<file path="config.mk">
export PLATFORM = sky130hd
export DESIGN_NAME = cps_pwm
export DESIGN_NICKNAME = d
export VERILOG_FILES = /design/src/inc/cps_pkg.sv /design/src/inc/cps_src_if.sv /design/src/core/cps_pwm.sv /design/src/core/cps_src_sel.sv /design/src/core/cps_timebase.sv
export VERILOG_INCLUDE_DIRS = /design/src /design/src/inc
export SDC_FILE = /design/constraint.sdc
export NUM_CORES = 1
export LEC_CHECK = 0
export BUFFER_PORTS_ARGS = -buffer_cell sky130_fd_sc_hd__buf_4
export CAP_MARGIN = 15
export CORE_MARGIN = 2
export CORE_UTILIZATION = 45
export DETAILED_ROUTE_END_ITERATION = 16
export PLACE_DENSITY = 0.63
export RECOVER_POWER = 50
export SYNTH_ARGS = -nofsm -noshare
export SYNTH_HDL_FRONTEND = slang
export SYNTH_SLANG_ARGS = --single-unit
</file>
<file path="constraint.sdc">
create_clock -name clk_i -period 7.1 [get_ports clk_i]
set_input_delay 0 -clock clk_i [delete_from_list [all_inputs] [get_ports clk_i]]
set_output_delay 0 -clock clk_i [all_outputs]
set_load 0.02 [all_outputs]
</file>
<file path="src/inc/cps_defines.svh">
// register offsets, field positions, reset values and timing constants for the compare channel
`ifndef CPS_DEFINES_SVH
`define CPS_DEFINES_SVH

// ****************************************
// register map (word addresses)
// ****************************************
`define CPS_OFF_CTRL2   4'h0
`define CPS_OFF_DUTYP   4'h1
`define CPS_OFF_DUTYS   4'h2
`define CPS_OFF_PERIOD  4'h3
`define CPS_OFF_PRESC   4'h4
`define CPS_OFF_STATUS  4'h5
`define CPS_ADDR_W      4

// ****************************************
// fields and reset values
// ****************************************
`define CPS_SEL_LSB     0
`define CPS_SEL_MSB     4
`define CPS_EN_BIT      15
`define CPS_RST_16      16'h0000
`define CPS_RST_32      32'h0000_0000
`define CPS_ONE_16      16'h0001
`define CPS_PRESC_RST   16'h0000

// ****************************************
// source selector codes
// ****************************************
`define CPS_SEL_FREE    5'h00
`define CPS_SEL_OUTC1   5'h01
`define CPS_SEL_OUTC9   5'h09
`define CPS_SEL_IC5     5'h0A
`define CPS_SEL_TIM1    5'h0B
`define CPS_SEL_TIM5    5'h0F
`define CPS_SEL_RSV0    5'h10
`define CPS_SEL_RSV1    5'h11
`define CPS_SEL_IC7     5'h12
`define CPS_SEL_IC4     5'h17
`define CPS_SEL_CMP1    5'h18
`define CPS_SEL_CMP3    5'h1A
`define CPS_SEL_ADC     5'h1B
`define CPS_SEL_CTU     5'h1C
`define CPS_SEL_IC6     5'h1D
`define CPS_SEL_IC9     5'h1E
`define CPS_SEL_SELF    5'h1F

// ****************************************
// timing: instruction cycle is two oscillator periods
// ****************************************
`define CPS_OSC_PER_NS  5
`define CPS_CLK_PER_NS  10
`define CPS_ICYC_NS     (2 * `CPS_OSC_PER_NS)
`define CPS_ICYC_CLKS   ((`CPS_ICYC_NS + `CPS_CLK_PER_NS - 1) / `CPS_CLK_PER_NS)

`endif

</file>
<file path="src/inc/cps_pkg.sv">
// types shared by the compare channel modules
package cps_pkg;
  typedef enum logic [2:0] {
    CPS_BUS_IDLE = 3'b001,
    CPS_BUS_ACK  = 3'b010,
    CPS_BUS_HOLD = 3'b100
  } cps_bus_st_t;
  typedef logic [15:0] cps_word_t;
endpackage

</file>
<file path="src/inc/cps_src_if.sv">
// source selection carrier between the top and the selector
`timescale 1ns/1ps
interface cps_src_if;
  logic [4:0]  sel;
  logic [8:0]  oc_ev;
  logic [8:0]  ic_ev;
  logic [4:0]  tmr_ev;
  logic [2:0]  cmp_ev;
  logic        adc_ev;
  logic        ctu_ev;
  logic        self_ev;
  logic        src_ev;
  logic        src_valid;
  logic        src_trig_only;
  modport top (output sel, oc_ev, ic_ev, tmr_ev, cmp_ev, adc_ev, ctu_ev, self_ev,
               input src_ev, src_valid, src_trig_only);
  modport sel_m (input sel, oc_ev, ic_ev, tmr_ev, cmp_ev, adc_ev, ctu_ev, self_ev,
                 output src_ev, src_valid, src_trig_only);
endinterface

</file>
<file path="src/core/cps_pwm.sv">
// compare channel in double-buffered edge pwm mode with avalon-mm registers
//
// Local design decisions: the Avalon-MM slave port and the placing of the registers.
`timescale 1ns/1ps
`include "cps_defines.svh"
module cps_pwm #(
  parameter int W = 16
) (
  input  wire logic                   clk_i,
  input  wire logic                   rst_i,
  input  wire logic                   ce_i,
  input  wire logic [`CPS_ADDR_W-1:0] avs_address_i,
  input  wire logic                   avs_read_i,
  input  wire logic                   avs_write_i,
  input  wire logic [31:0]            avs_writedata_i,
  input  wire logic [3:0]             avs_byteenable_i,
  output logic      [31:0]            avs_readdata_o,
  output logic                        avs_waitrequest_o,
  input  wire logic [8:0]             oc_ev_i,
  input  wire logic [8:0]             ic_ev_i,
  input  wire logic [4:0]             tmr_ev_i,
  input  wire logic [2:0]             cmp_ev_i,
  input  wire logic                   adc_ev_i,
  input  wire logic                   ctu_ev_i,
  output logic                        compare_output_pin_o,
  output logic                        period_ev_o
);
  // ****************************************
  // registers
  // ****************************************
  cps_pkg::cps_word_t ctrl2_q;
  logic [W-1:0]       duty_primary_q;
  logic [W-1:0]       duty_secondary_q;
  logic [W-1:0]       timer_period_q;
  cps_pkg::cps_word_t presc_q;
  logic [W-1:0]       lat_prim_q;
  logic [W-1:0]       lat_sec_q;
  logic               out_q;
  logic               period_ev_q;
  logic [31:0]        rdata_q;
  cps_pkg::cps_bus_st_t bst_q;
  cps_pkg::cps_bus_st_t bst_d;
  logic [W-1:0]       count;
  logic               wrap;
  cps_src_if          src ();

  // ****************************************
  // bus decode
  // ****************************************
  // one wait state on every access so read data come from a flop
  wire req      = avs_read_i || avs_write_i;
  wire take     = ce_i && (bst_q == cps_pkg::CPS_BUS_ACK);
  wire wr_take  = take && avs_write_i;
  wire lo_en    = avs_byteenable_i[0];
  wire hi_en    = avs_byteenable_i[1];
  wire sel_ctrl = (avs_address_i == `CPS_OFF_CTRL2);
  wire sel_dp   = (avs_address_i == `CPS_OFF_DUTYP);
  wire sel_ds   = (avs_address_i == `CPS_OFF_DUTYS);
  wire sel_per  = (avs_address_i == `CPS_OFF_PERIOD);
  wire sel_pre  = (avs_address_i == `CPS_OFF_PRESC);
  wire sel_st   = (avs_address_i == `CPS_OFF_STATUS);
  wire [15:0] wmask = {{8{hi_en}}, {8{lo_en}}};
  wire [15:0] wdat  = avs_writedata_i[15:0];
  wire enable  = ctrl2_q[`CPS_EN_BIT];
  wire [31:0] rd_mux = sel_ctrl ? {16'h0000, ctrl2_q}
                     : sel_dp   ? 32'(duty_primary_q)
                     : sel_ds   ? 32'(duty_secondary_q)
                     : sel_per  ? 32'(timer_period_q)
                     : sel_pre  ? {16'h0000, presc_q}
                     : sel_st   ? {13'h0000, src.src_trig_only, src.src_valid, out_q,
                                   16'(count)}
                     : `CPS_RST_32;                      // unmapped reads zero

  // bus state: idle, answer, one hold cycle, then back to idle
  always_comb begin
    bst_d = bst_q;
    unique case (bst_q)
      cps_pkg::CPS_BUS_IDLE: if (req) bst_d = cps_pkg::CPS_BUS_ACK;
      cps_pkg::CPS_BUS_ACK:  bst_d = cps_pkg::CPS_BUS_HOLD;
      cps_pkg::CPS_BUS_HOLD: bst_d = cps_pkg::CPS_BUS_IDLE;
      default:               bst_d = cps_pkg::CPS_BUS_IDLE;
    endcase
  end

  always_ff @(posedge clk_i or posedge rst_i) begin
    if (rst_i) bst_q <= cps_pkg::CPS_BUS_IDLE;
    else if (ce_i) bst_q <= bst_d;
  end

  // waitrequest low only in the ack cycle
  always_ff @(posedge clk_i or posedge rst_i) begin
    if (rst_i) begin
      avs_waitrequest_o <= 1'b1;
      rdata_q           <= `CPS_RST_32;
    end else if (ce_i) begin
      avs_waitrequest_o <= !(bst_d == cps_pkg::CPS_BUS_ACK);
      rdata_q           <= rd_mux;
    end
  end
  assign avs_readdata_o = rdata_q;

  // software writes at any time, byte lanes honoured
  always_ff @(posedge clk_i or posedge rst_i) begin
    if (rst_i) begin
      ctrl2_q          <= `CPS_RST_16;
      duty_primary_q   <= '0;
      duty_secondary_q <= '0;
      timer_period_q   <= '0;
      presc_q          <= `CPS_PRESC_RST;
    end else if (wr_take) begin
      if (sel_ctrl) ctrl2_q <= (ctrl2_q & ~wmask) | (wdat & wmask);
      if (sel_dp)   duty_primary_q   <= W'((duty_primary_q & ~wmask) | (wdat & wmask));
      if (sel_ds)   duty_secondary_q <= W'((duty_secondary_q & ~wmask) | (wdat & wmask));
      if (sel_per)  timer_period_q   <= W'((timer_period_q & ~wmask) | (wdat & wmask));
      if (sel_pre)  presc_q <= (presc_q & ~wmask) | (wdat & wmask);
    end
  end

  // ****************************************
  // source selection and time base
  // ****************************************
  assign src.sel     = ctrl2_q[`CPS_SEL_MSB:`CPS_SEL_LSB];
  assign src.oc_ev   = oc_ev_i;
  assign src.ic_ev   = ic_ev_i;
  assign src.tmr_ev  = tmr_ev_i;
  assign src.cmp_ev  = cmp_ev_i;
  assign src.adc_ev  = adc_ev_i;
  assign src.ctu_ev  = ctu_ev_i;
  assign src.self_ev = period_ev_q;

  cps_src_sel u_sel (
    .s (src)
  );

  // trigger-only and reserved codes never restart the time base
  wire sync = src.src_valid && !src.src_trig_only && src.src_ev;

  cps_timebase #(.W(W)) u_tb (
    .clk_i    (clk_i),
    .rst_i    (rst_i),
    .ce_i     (ce_i),
    .run_i    (enable),
    .sync_i   (sync),
    .period_i (timer_period_q),
    .presc_i  (presc_q),
    .count_o  (count),
    .wrap_o   (wrap)
  );

  // ****************************************
  // pwm output
  // ****************************************
  // duty latched at period match or while disabled so the output never glitches
  always_ff @(posedge clk_i or posedge rst_i) begin
    if (rst_i) begin
      lat_prim_q <= '0;
      lat_sec_q  <= '0;
    end else if (ce_i && (wrap || !enable)) begin
      lat_prim_q <= duty_primary_q;
      lat_sec_q  <= duty_secondary_q;
    end
  end

  // all-zero holds low, secondary above period holds high
  wire all_zero = (lat_prim_q == '0) && (lat_sec_q == '0) && (timer_period_q == '0);
  wire full     = (lat_sec_q > timer_period_q);
  wire nxt_cnt0 = wrap;
  wire fall     = (count == lat_sec_q) && !wrap;
  // rise on period restart, fall on secondary match
  wire out_d    = !enable ? 1'b0
                : all_zero ? 1'b0
                : full ? 1'b1
                : nxt_cnt0 ? (duty_secondary_q != '0)
                : fall ? 1'b0 : out_q;

  always_ff @(posedge clk_i or posedge rst_i) begin
    if (rst_i) begin
      out_q       <= 1'b0;
      period_ev_q <= 1'b0;
    end else if (ce_i) begin
      out_q       <= out_d;
      period_ev_q <= wrap;
    end
  end
  assign compare_output_pin_o = out_q;
  assign period_ev_o          = period_ev_q;

  // ****************************************
  // checks
  // ****************************************
  property p_zero_low;
    @(posedge clk_i) disable iff (rst_i)
      (ce_i && enable && all_zero) |=> !out_q;
  endproperty
  a_zero_low: assert property (p_zero_low) else $error("zero duty not low");

  property p_full_high;
    @(posedge clk_i) disable iff (rst_i)
      (ce_i && enable && !all_zero && full) |=> out_q;
  endproperty
  a_full_high: assert property (p_full_high) else $error("full duty not high");

  property p_latch_hold;
    @(posedge clk_i) disable iff (rst_i)
      (ce_i && enable && !wrap) |=> $stable(lat_sec_q);
  endproperty
  a_latch_hold: assert property (p_latch_hold) else $error("duty latched mid cycle");

  property p_latch_take;
    @(posedge clk_i) disable iff (rst_i)
      (ce_i && wrap) |=> (lat_sec_q == $past(duty_secondary_q));
  endproperty
  a_latch_take: assert property (p_latch_take) else $error("duty not latched at period");

  property p_wrap_count;
    @(posedge clk_i) disable iff (rst_i)
      wrap |-> (count == timer_period_q);
  endproperty
  a_wrap_count: assert property (p_wrap_count) else $error("wrap off period");

  property p_fall;
    @(posedge clk_i) disable iff (rst_i)
      (ce_i && enable && !all_zero && !full && fall) |=> !out_q;
  endproperty
  a_fall: assert property (p_fall) else $error("no fall at secondary match");

  property p_rsv_none;
    @(posedge clk_i) disable iff (rst_i)
      (src.sel == `CPS_SEL_RSV0 || src.sel == `CPS_SEL_RSV1) |-> !src.src_valid;
  endproperty
  a_rsv_none: assert property (p_rsv_none) else $error("reserved code selects");

  property p_free;
    @(posedge clk_i) disable iff (rst_i)
      (src.sel == `CPS_SEL_FREE) |-> !sync;
  endproperty
  a_free: assert property (p_free) else $error("free run synced");

  property p_bus_ack;
    @(posedge clk_i) disable iff (rst_i)
      (ce_i && req && bst_q == cps_pkg::CPS_BUS_IDLE) |=> !avs_waitrequest_o;
  endproperty
  a_bus_ack: assert property (p_bus_ack) else $error("bus answer late");

  property p_bus_once;
    @(posedge clk_i) disable iff (rst_i)
      (ce_i && !avs_waitrequest_o) |=> avs_waitrequest_o;
  endproperty
  a_bus_once: assert property (p_bus_once) else $error("bus answer held");

  property p_dsec_write;
    @(posedge clk_i) disable iff (rst_i)
      (wr_take && sel_ds && lo_en && hi_en) |=> (16'(duty_secondary_q) == $past(wdat));
  endproperty
  a_dsec_write: assert property (p_dsec_write) else $error("duty write lost");

  property p_rise;
    @(posedge clk_i) disable iff (rst_i)
      (ce_i && enable && !all_zero && !full && wrap && (duty_secondary_q != '0)) |=> out_q;
  endproperty
  a_rise: assert property (p_rise) else $error("no rise at period restart");

  property p_period_ev;
    @(posedge clk_i) disable iff (rst_i)
      (ce_i && wrap) |=> period_ev_q;
  endproperty
  a_period_ev: assert property (p_period_ev) else $error("period event missing");

  property p_sync_zero;
    @(posedge clk_i) disable iff (rst_i)
      (ce_i && enable && sync) |=> (count == '0);
  endproperty
  a_sync_zero: assert property (p_sync_zero) else $error("sync did not restart");

  property p_self_ev;
    @(posedge clk_i) disable iff (rst_i)
      (src.sel == `CPS_SEL_SELF) |-> (src.src_ev == period_ev_q);
  endproperty
  a_self_ev: assert property (p_self_ev) else $error("self source misrouted");

  property p_trig_only;
    @(posedge clk_i) disable iff (rst_i)
      (src.sel == `CPS_SEL_ADC || src.sel == `CPS_SEL_CTU) |-> src.src_trig_only;
  endproperty
  a_trig_only: assert property (p_trig_only) else $error("trigger source syncs");

  property p_rsv_quiet;
    @(posedge clk_i) disable iff (rst_i)
      (src.sel == `CPS_SEL_RSV0 || src.sel == `CPS_SEL_RSV1) |-> !src.src_ev;
  endproperty
  a_rsv_quiet: assert property (p_rsv_quiet) else $error("reserved code fires");
endmodule // cps_pwm

</file>
<file path="src/core/cps_src_sel.sv">
// trigger and synchronisation source selector
`timescale 1ns/1ps
`include "cps_defines.svh"
module cps_src_sel (
  cps_src_if.sel_m s
);
  // capture channels share scattered codes; map each to its channel index
  wire        is_oc   = (s.sel >= `CPS_SEL_OUTC1) && (s.sel <= `CPS_SEL_OUTC9);
  wire        is_tmr  = (s.sel >= `CPS_SEL_TIM1) && (s.sel <= `CPS_SEL_TIM5);
  wire        is_icl  = (s.sel >= `CPS_SEL_IC7) && (s.sel <= `CPS_SEL_IC4);
  wire        is_cmp  = (s.sel >= `CPS_SEL_CMP1) && (s.sel <= `CPS_SEL_CMP3);
  wire        is_rsv  = (s.sel == `CPS_SEL_RSV0) || (s.sel == `CPS_SEL_RSV1);
  wire [4:0]  oc_i    = s.sel - `CPS_SEL_OUTC1;
  wire [4:0]  tmr_i   = s.sel - `CPS_SEL_TIM1;
  wire [4:0]  icl_i   = s.sel - `CPS_SEL_IC7;
  wire [4:0]  cmp_i   = s.sel - `CPS_SEL_CMP1;
  // low capture range order 7,8,1,2,3,4
  wire [3:0]  ic_ch   = (icl_i == 5'h00) ? 4'h6 : (icl_i == 5'h01) ? 4'h7
                        : 4'(icl_i - 5'h02);
  wire        ic_hit  = is_icl ? s.ic_ev[ic_ch]
                      : (s.sel == `CPS_SEL_IC5) ? s.ic_ev[4]
                      : (s.sel == `CPS_SEL_IC6) ? s.ic_ev[5]
                      : (s.sel == `CPS_SEL_IC9) ? s.ic_ev[8] : 1'b0;
  wire        is_ic   = is_icl || (s.sel == `CPS_SEL_IC5) || (s.sel == `CPS_SEL_IC6)
                        || (s.sel == `CPS_SEL_IC9);
  // event routing; reserved and free-running codes never fire
  assign s.src_ev = is_oc ? s.oc_ev[oc_i[3:0]]
                  : is_tmr ? s.tmr_ev[tmr_i[2:0]]
                  : is_ic ? ic_hit
                  : is_cmp ? s.cmp_ev[cmp_i[1:0]]
                  : (s.sel == `CPS_SEL_ADC) ? s.adc_ev
                  : (s.sel == `CPS_SEL_CTU) ? s.ctu_ev
                  : (s.sel == `CPS_SEL_SELF) ? s.self_ev : 1'b0;
  assign s.src_valid = (s.sel != `CPS_SEL_FREE) && !is_rsv;
  // trigger-only sources are flagged so the timebase never syncs to them
  assign s.src_trig_only = is_ic || is_cmp || (s.sel == `CPS_SEL_ADC)
                         || (s.sel == `CPS_SEL_CTU);
endmodule // cps_src_sel

</file>
<file path="src/core/cps_timebase.sv">
// prescaled timer time base with period compare
`timescale 1ns/1ps
`include "cps_defines.svh"
module cps_timebase #(
  parameter int W = 16
) (
  input  wire logic         clk_i,
  input  wire logic         rst_i,
  input  wire logic         ce_i,
  input  wire logic         run_i,
  input  wire logic         sync_i,
  input  wire logic [W-1:0] period_i,
  input  wire logic [15:0]  presc_i,
  output logic      [W-1:0] count_o,
  output logic              wrap_o
);
  logic [15:0]  icyc_q;
  logic [15:0]  pre_q;
  logic [W-1:0] cnt_q;
  // one tick per instruction cycle times (prescale + 1)
  wire icyc_end = (icyc_q == 16'(`CPS_ICYC_CLKS - 1));
  wire tick     = icyc_end && (pre_q == presc_i);
  wire at_per   = (cnt_q >= period_i);
  assign wrap_o  = run_i && tick && at_per;
  assign count_o = cnt_q;
  // period of N gives N+1 counts
  always_ff @(posedge clk_i or posedge rst_i) begin
    if (rst_i) begin
      icyc_q <= `CPS_RST_16;
      pre_q  <= `CPS_RST_16;
      cnt_q  <= '0;
    end else if (ce_i) begin
      if (!run_i || sync_i) begin
        icyc_q <= `CPS_RST_16;
        pre_q  <= `CPS_RST_16;
        cnt_q  <= '0;
      end else begin
        icyc_q <= icyc_end ? `CPS_RST_16 : icyc_q + `CPS_ONE_16;
        if (icyc_end) pre_q <= (pre_q == presc_i) ? `CPS_RST_16 : pre_q + `CPS_ONE_16;
        if (tick) cnt_q <= at_per ? '0 : cnt_q + W'(1);
      end
    end
  end
endmodule // cps_timebase

</file>
==> impl_metrics.json <==
{
  "run_status": "finished with violations",
  "violated_checks": "capacitance limit, slew limit",
  "design.portCount": 108,
  "cts_repair_resize_count": 0,
  "port_buffers": 70,
  "ys_top_cells_by_area": "sky130_fd_sc_hd__dfrtp_1 (45%), sky130_fd_sc_hd__mux2_2 (12%), sky130_fd_sc_hd__ha_1 (5.5%)",
  "netlist_instances": 963,
  "hold_violations": 0,
  "dominant_combinational_cell_family_by_area_after_synthesis": "multiplexers",
  "timing.hold.worst.start": "avs_read_i",
  "multi_input_logic_area_mm2": 0.00519,
  "netlist.top_cell.by_area": "sky130_fd_sc_hd__dfrtp_1",
  "worst_setup_hold_path_clk_slew_ns": 0.07,
  "post-place-ws_ns": 2.96,
  "critPathLaunchType": "input pin",
  "setup_violations": 0,
  "yosysTopAreaCellShare_pct": 45.0,
  "worstRegToRegCells": 11,
  "seq_area_frac_synth_pct": 45.5,
  "timing.final.crit_share_pct": 64.0,
  "synth-main-ff-cell": "sky130_fd_sc_hd__dfrtp_1",
  "critical_path.endpoint_type": "async pin",
  "drt_iter0_drc": 497,
  "powerDensity_mw_per_mm2": 219,
  "die_extent_in_x_um": 154,
  "viasPerCell": 5.93,
  "reg2reg_setup_slack_ns": 2.86,
  "gr-usage-met1_pct": 32.1,
  "synth-edff-count": 0,
  "post_synthesis_instance_area_mm2": 0.0102,
  "gp_congestion": 0.919,
  "post-dp-hpwl_um": 18800,
  "max_freq_mhz": 220,
  "yosys.cell_types.count": 69,
  "drtPass1Iterations": 5,
  "grt_use_total_pct": 22.9,
  "cts_made_buffers": 17,
  "routed-via-count": 7915,
  "grt_util_met2_pct": 35.9,
  "cap_viol_max_count": 2,
  "postSynth.asyncResetShare_pct": 100,
  "grt_setup_unrepaired": "false",
  "post_cts_buffers": 0,
  "synthesized_area_fraction_occupied_by_ao_oa_aoi_and_oai_cells_pct": 13.4,
  "hold_path_depth": 4,
  "leakage_nw": 5.33,
  "critPathKind": "in -> async",
  "maxSlewViolCount": 185,
  "fin_nets": 1154,
  "antenna_violations_before_repair": 0,
  "drive_above_1_share_pct": 20.6,
  "first_global_vias": 7649,
  "clk_path_buf_depth": 2,
  "setup_tns_ns": 0,
  "cp_top_family": "buffers and inverters",
  "layout-area-overhead-vs-synth_pct": 14.3,
  "wire_length_per_cell_after_detailed_routing_um": 20.0,
  "num-fill-cells": 2040,
  "die_area_mm2": 0.0239,
  "worst_r2r_endpoint": "u_tb.pre_q[11]$_DFFE_PP0P_",
  "layout.area.seq_mm2": 0.00463,
  "globalRouteOverflowTotal": 0,
  "worstPathCellList": "dlygate4sd3_1 -> clkbuf_4 -> inv_1",
  "rows": 55,
  "drt_wl_total_um": 26700,
  "largest_net_degree_at_the_start_of_global_routing": 124,
  "clock_sink_count": 185,
  "chipHeight_um": 154,
  "postSynthAreaPerCell_um2": 10.6,
  "largest_fanout_on_the_critical_path": 123,
  "cell_with_the_largest_stage_delay_on_the_worst_path": "sky130_fd_sc_hd__inv_1",
  "crit_path_max_incr_delay_ns": 3.17,
  "synthSimpleGateAreaFrac_pct": 13.4,
  "clock_skews_ns": 0.0101,
  "worst_slew_margin_relative_to_its_limit_pct": -208,
  "insertion_delay_ns": 0.44,
  "minimum_clock_period_ns": 4.54,
  "critical_path_required_ns": 6.55,
  "coreArea_mm2": 0.0224,
  "globalRoute.busiestLayer": "met2",
  "cts_tree": "yes",
  "floorplan.initialDensity_pct": 45.4,
  "hp_class": "in -> reg",
  "critPathArrivalTime_ns": 3.99,
  "ffs_latches_synth": 185,
  "final.setup.worst_slack_ns": 2.56,
  "worstHoldEndpoint": "avs_waitrequest_o$_DFFE_PP1P_",
  "antenna_violating_nets_post_route": 0,
  "synthAdderAreaFrac_pct": 5.53,
  "post_detailed_route_drc_marker_count": 0,
  "yosysWarnings": 0,
  "m3_gr_usage_pct": 4.09,
  "path_buf_inv": 3,
  "clock-root-buffer": "sky130_fd_sc_hd__clkbuf_16",
  "grt_first_pass_wirelength_um": 42900,
  "cts-htree-levels": 4,
  "synthXorXnorAreaFrac_pct": 4.13,
  "vdd_drop_max_mv": 0.143,
  "antennaDiodeCount": 0,
  "worst_pin_slew_ns": 4.62,
  "yosys-mux-area-fraction_pct": 13.5
}
cell families after synthesis:
family	count (synthesis)
xor gates and xnor gates	48
buffers and inverters	106
AOI/OAI and AO/OA	201
adders and majority gates	45
DFF	185
muxes	119
other	1
and+or+nand+nor	258
power by group:
| part | switching [mW] | internal [mW] | leakage (nW) |
|---|---|---|---|
| clock | 0.440 | 0.529 | 0.290 |
| combinational | 0.233 | 0.177 | 2.50 |
| sequential | 0.0598 | 1.11 | 2.55 |
synthesized netlist by cell type (8+ instances only):
| cell | instances |
|---|---|
| sky130_fd_sc_hd__xor2_1 | 24 |
| sky130_fd_sc_hd__nand2b_1 | 8 |
| sky130_fd_sc_hd__o21ai_1 | 9 |
| sky130_fd_sc_hd__a22o_1 | 14 |
| sky130_fd_sc_hd__xnor2_1 | 24 |
| sky130_fd_sc_hd__a21oi_1 | 28 |
| sky130_fd_sc_hd__buf_4 | 15 |
| sky130_fd_sc_hd__a221oi_1 | 14 |
| sky130_fd_sc_hd__ha_1 | 45 |
| sky130_fd_sc_hd__a31oi_1 | 18 |
| sky130_fd_sc_hd__mux2_2 | 113 |
| sky130_fd_sc_hd__nand3_1 | 33 |
| sky130_fd_sc_hd__nor2_1 | 50 |
| sky130_fd_sc_hd__a21o_1 | 8 |
| sky130_fd_sc_hd__a22oi_1 | 19 |
| sky130_fd_sc_hd__dfrtp_1 | 183 |
| sky130_fd_sc_hd__or3_1 | 13 |
| sky130_fd_sc_hd__and3_1 | 12 |
| sky130_fd_sc_hd__nand2_1 | 44 |
| sky130_fd_sc_hd__nand4_1 | 14 |
| sky130_fd_sc_hd__nor4_1 | 28 |
| sky130_fd_sc_hd__inv_1 | 49 |
| sky130_fd_sc_hd__clkbuf_1 | 37 |
| sky130_fd_sc_hd__o21ai_0 | 39 |
| sky130_fd_sc_hd__nor3_1 | 17 |
| sky130_fd_sc_hd__o31ai_1 | 8 |
worst register-to-register path, cell delays in order, from the launching register on:
cell and delay (ns):
sky130_fd_sc_hd__dfrtp_1 0.74, sky130_fd_sc_hd__inv_1 0.18, sky130_fd_sc_hd__ha_1 0.44, sky130_fd_sc_hd__a21oi_1 0.09
sky130_fd_sc_hd__mux4_2 0.47, sky130_fd_sc_hd__o21ba_1 0.24, sky130_fd_sc_hd__o311ai_1 0.10, sky130_fd_sc_hd__a222oi_1 0.36
sky130_fd_sc_hd__buf_4 0.33, sky130_fd_sc_hd__o21ai_1 0.33, sky130_fd_sc_hd__or4_1 0.74, sky130_fd_sc_hd__a21boi_1 0.15
per-layer routing:
layer	share of wire (%)	wire [um]	vias up
met5	0	0	-
met4	2.7	726	0
met3	4.6	1230	38
met2	46	12200	193
met1	47	12500	4004
li1	-	-	3680
final cells by class:
cell class,count,area share [%]
repair buffers,98,5.94
clock inverters,14,1.39
well taps,285,3.06
clock buffers,18,3.69
multi-input cells,684,44.5
inverters,50,1.61
flip-flops and latches,185,39.8
worst max-delay path by stage:
stage                         from                    endpoint  slack [ns]  cells after the start
after floorplan              rst_i                   async pin        2.07                      1
final                        rst_i   u_tb.pre_q[7]$_DFFE_PP0P_        2.56                      3
after CTS                 register  u_tb.pre_q[11]$_DFFE_PP0P_        2.94                     11
after global routing         rst_i   lat_sec_q[13]$_DFFE_PP0P_        1.53                      3
after global placement    register  u_tb.pre_q[11]$_DFFE_PP0P_        3.00                     11
after detailed placement  register  u_tb.pre_q[11]$_DFFE_PP0P_        2.96                     11
per-stage QoR:
step | hold WS, ns | util, % | power, mW | instance area [um2] | instances
global placement | 0.249 | 48.9 | 1.59 | 11000 | 1285
floorplan | 0.151 | - | 1.46 | 10200 | 975
global route | 0.127 | 51.9 | 2.66 | 11600 | 1334
finish | 0.0330 | 51.9 | 2.55 | 11600 | 1334
detailed placement | 0.248 | 48.9 | 1.60 | 11000 | 1285
CTS | 0.0153 | 52.3 | 2.58 | 11700 | 1334
repair_timing:
item                                   CTS  global route
hold buffers                            17             0
endpoints found under the hold margin  200             0
setup endpoints to repair                0             0
cells in the final DEF, fill, tap and decap left out, types with 18 or more instances in the layout:
master | synthesis | routed
sky130_fd_sc_hd__xor2_1 | 24 | 24
sky130_fd_sc_hd__ha_1 | 45 | 45
sky130_fd_sc_hd__nor4_1 | 28 | 27
sky130_fd_sc_hd__a31oi_1 | 18 | 18
sky130_fd_sc_hd__dfrtp_1 | 183 | 183
sky130_fd_sc_hd__nand3_1 | 33 | 33
sky130_fd_sc_hd__o21ai_0 | 39 | 39
sky130_fd_sc_hd__inv_1 | 49 | 49
sky130_fd_sc_hd__buf_4 | 15 | 57
sky130_fd_sc_hd__a22oi_1 | 19 | 19
sky130_fd_sc_hd__nor2_1 | 50 | 50
sky130_fd_sc_hd__xnor2_1 | 24 | 24
sky130_fd_sc_hd__clkbuf_1 | 37 | 24
sky130_fd_sc_hd__mux2_2 | 113 | 113
sky130_fd_sc_hd__a21oi_1 | 28 | 28
sky130_fd_sc_hd__nand2_1 | 44 | 44
No activity file was read; power rests on OpenSTA's default activity.
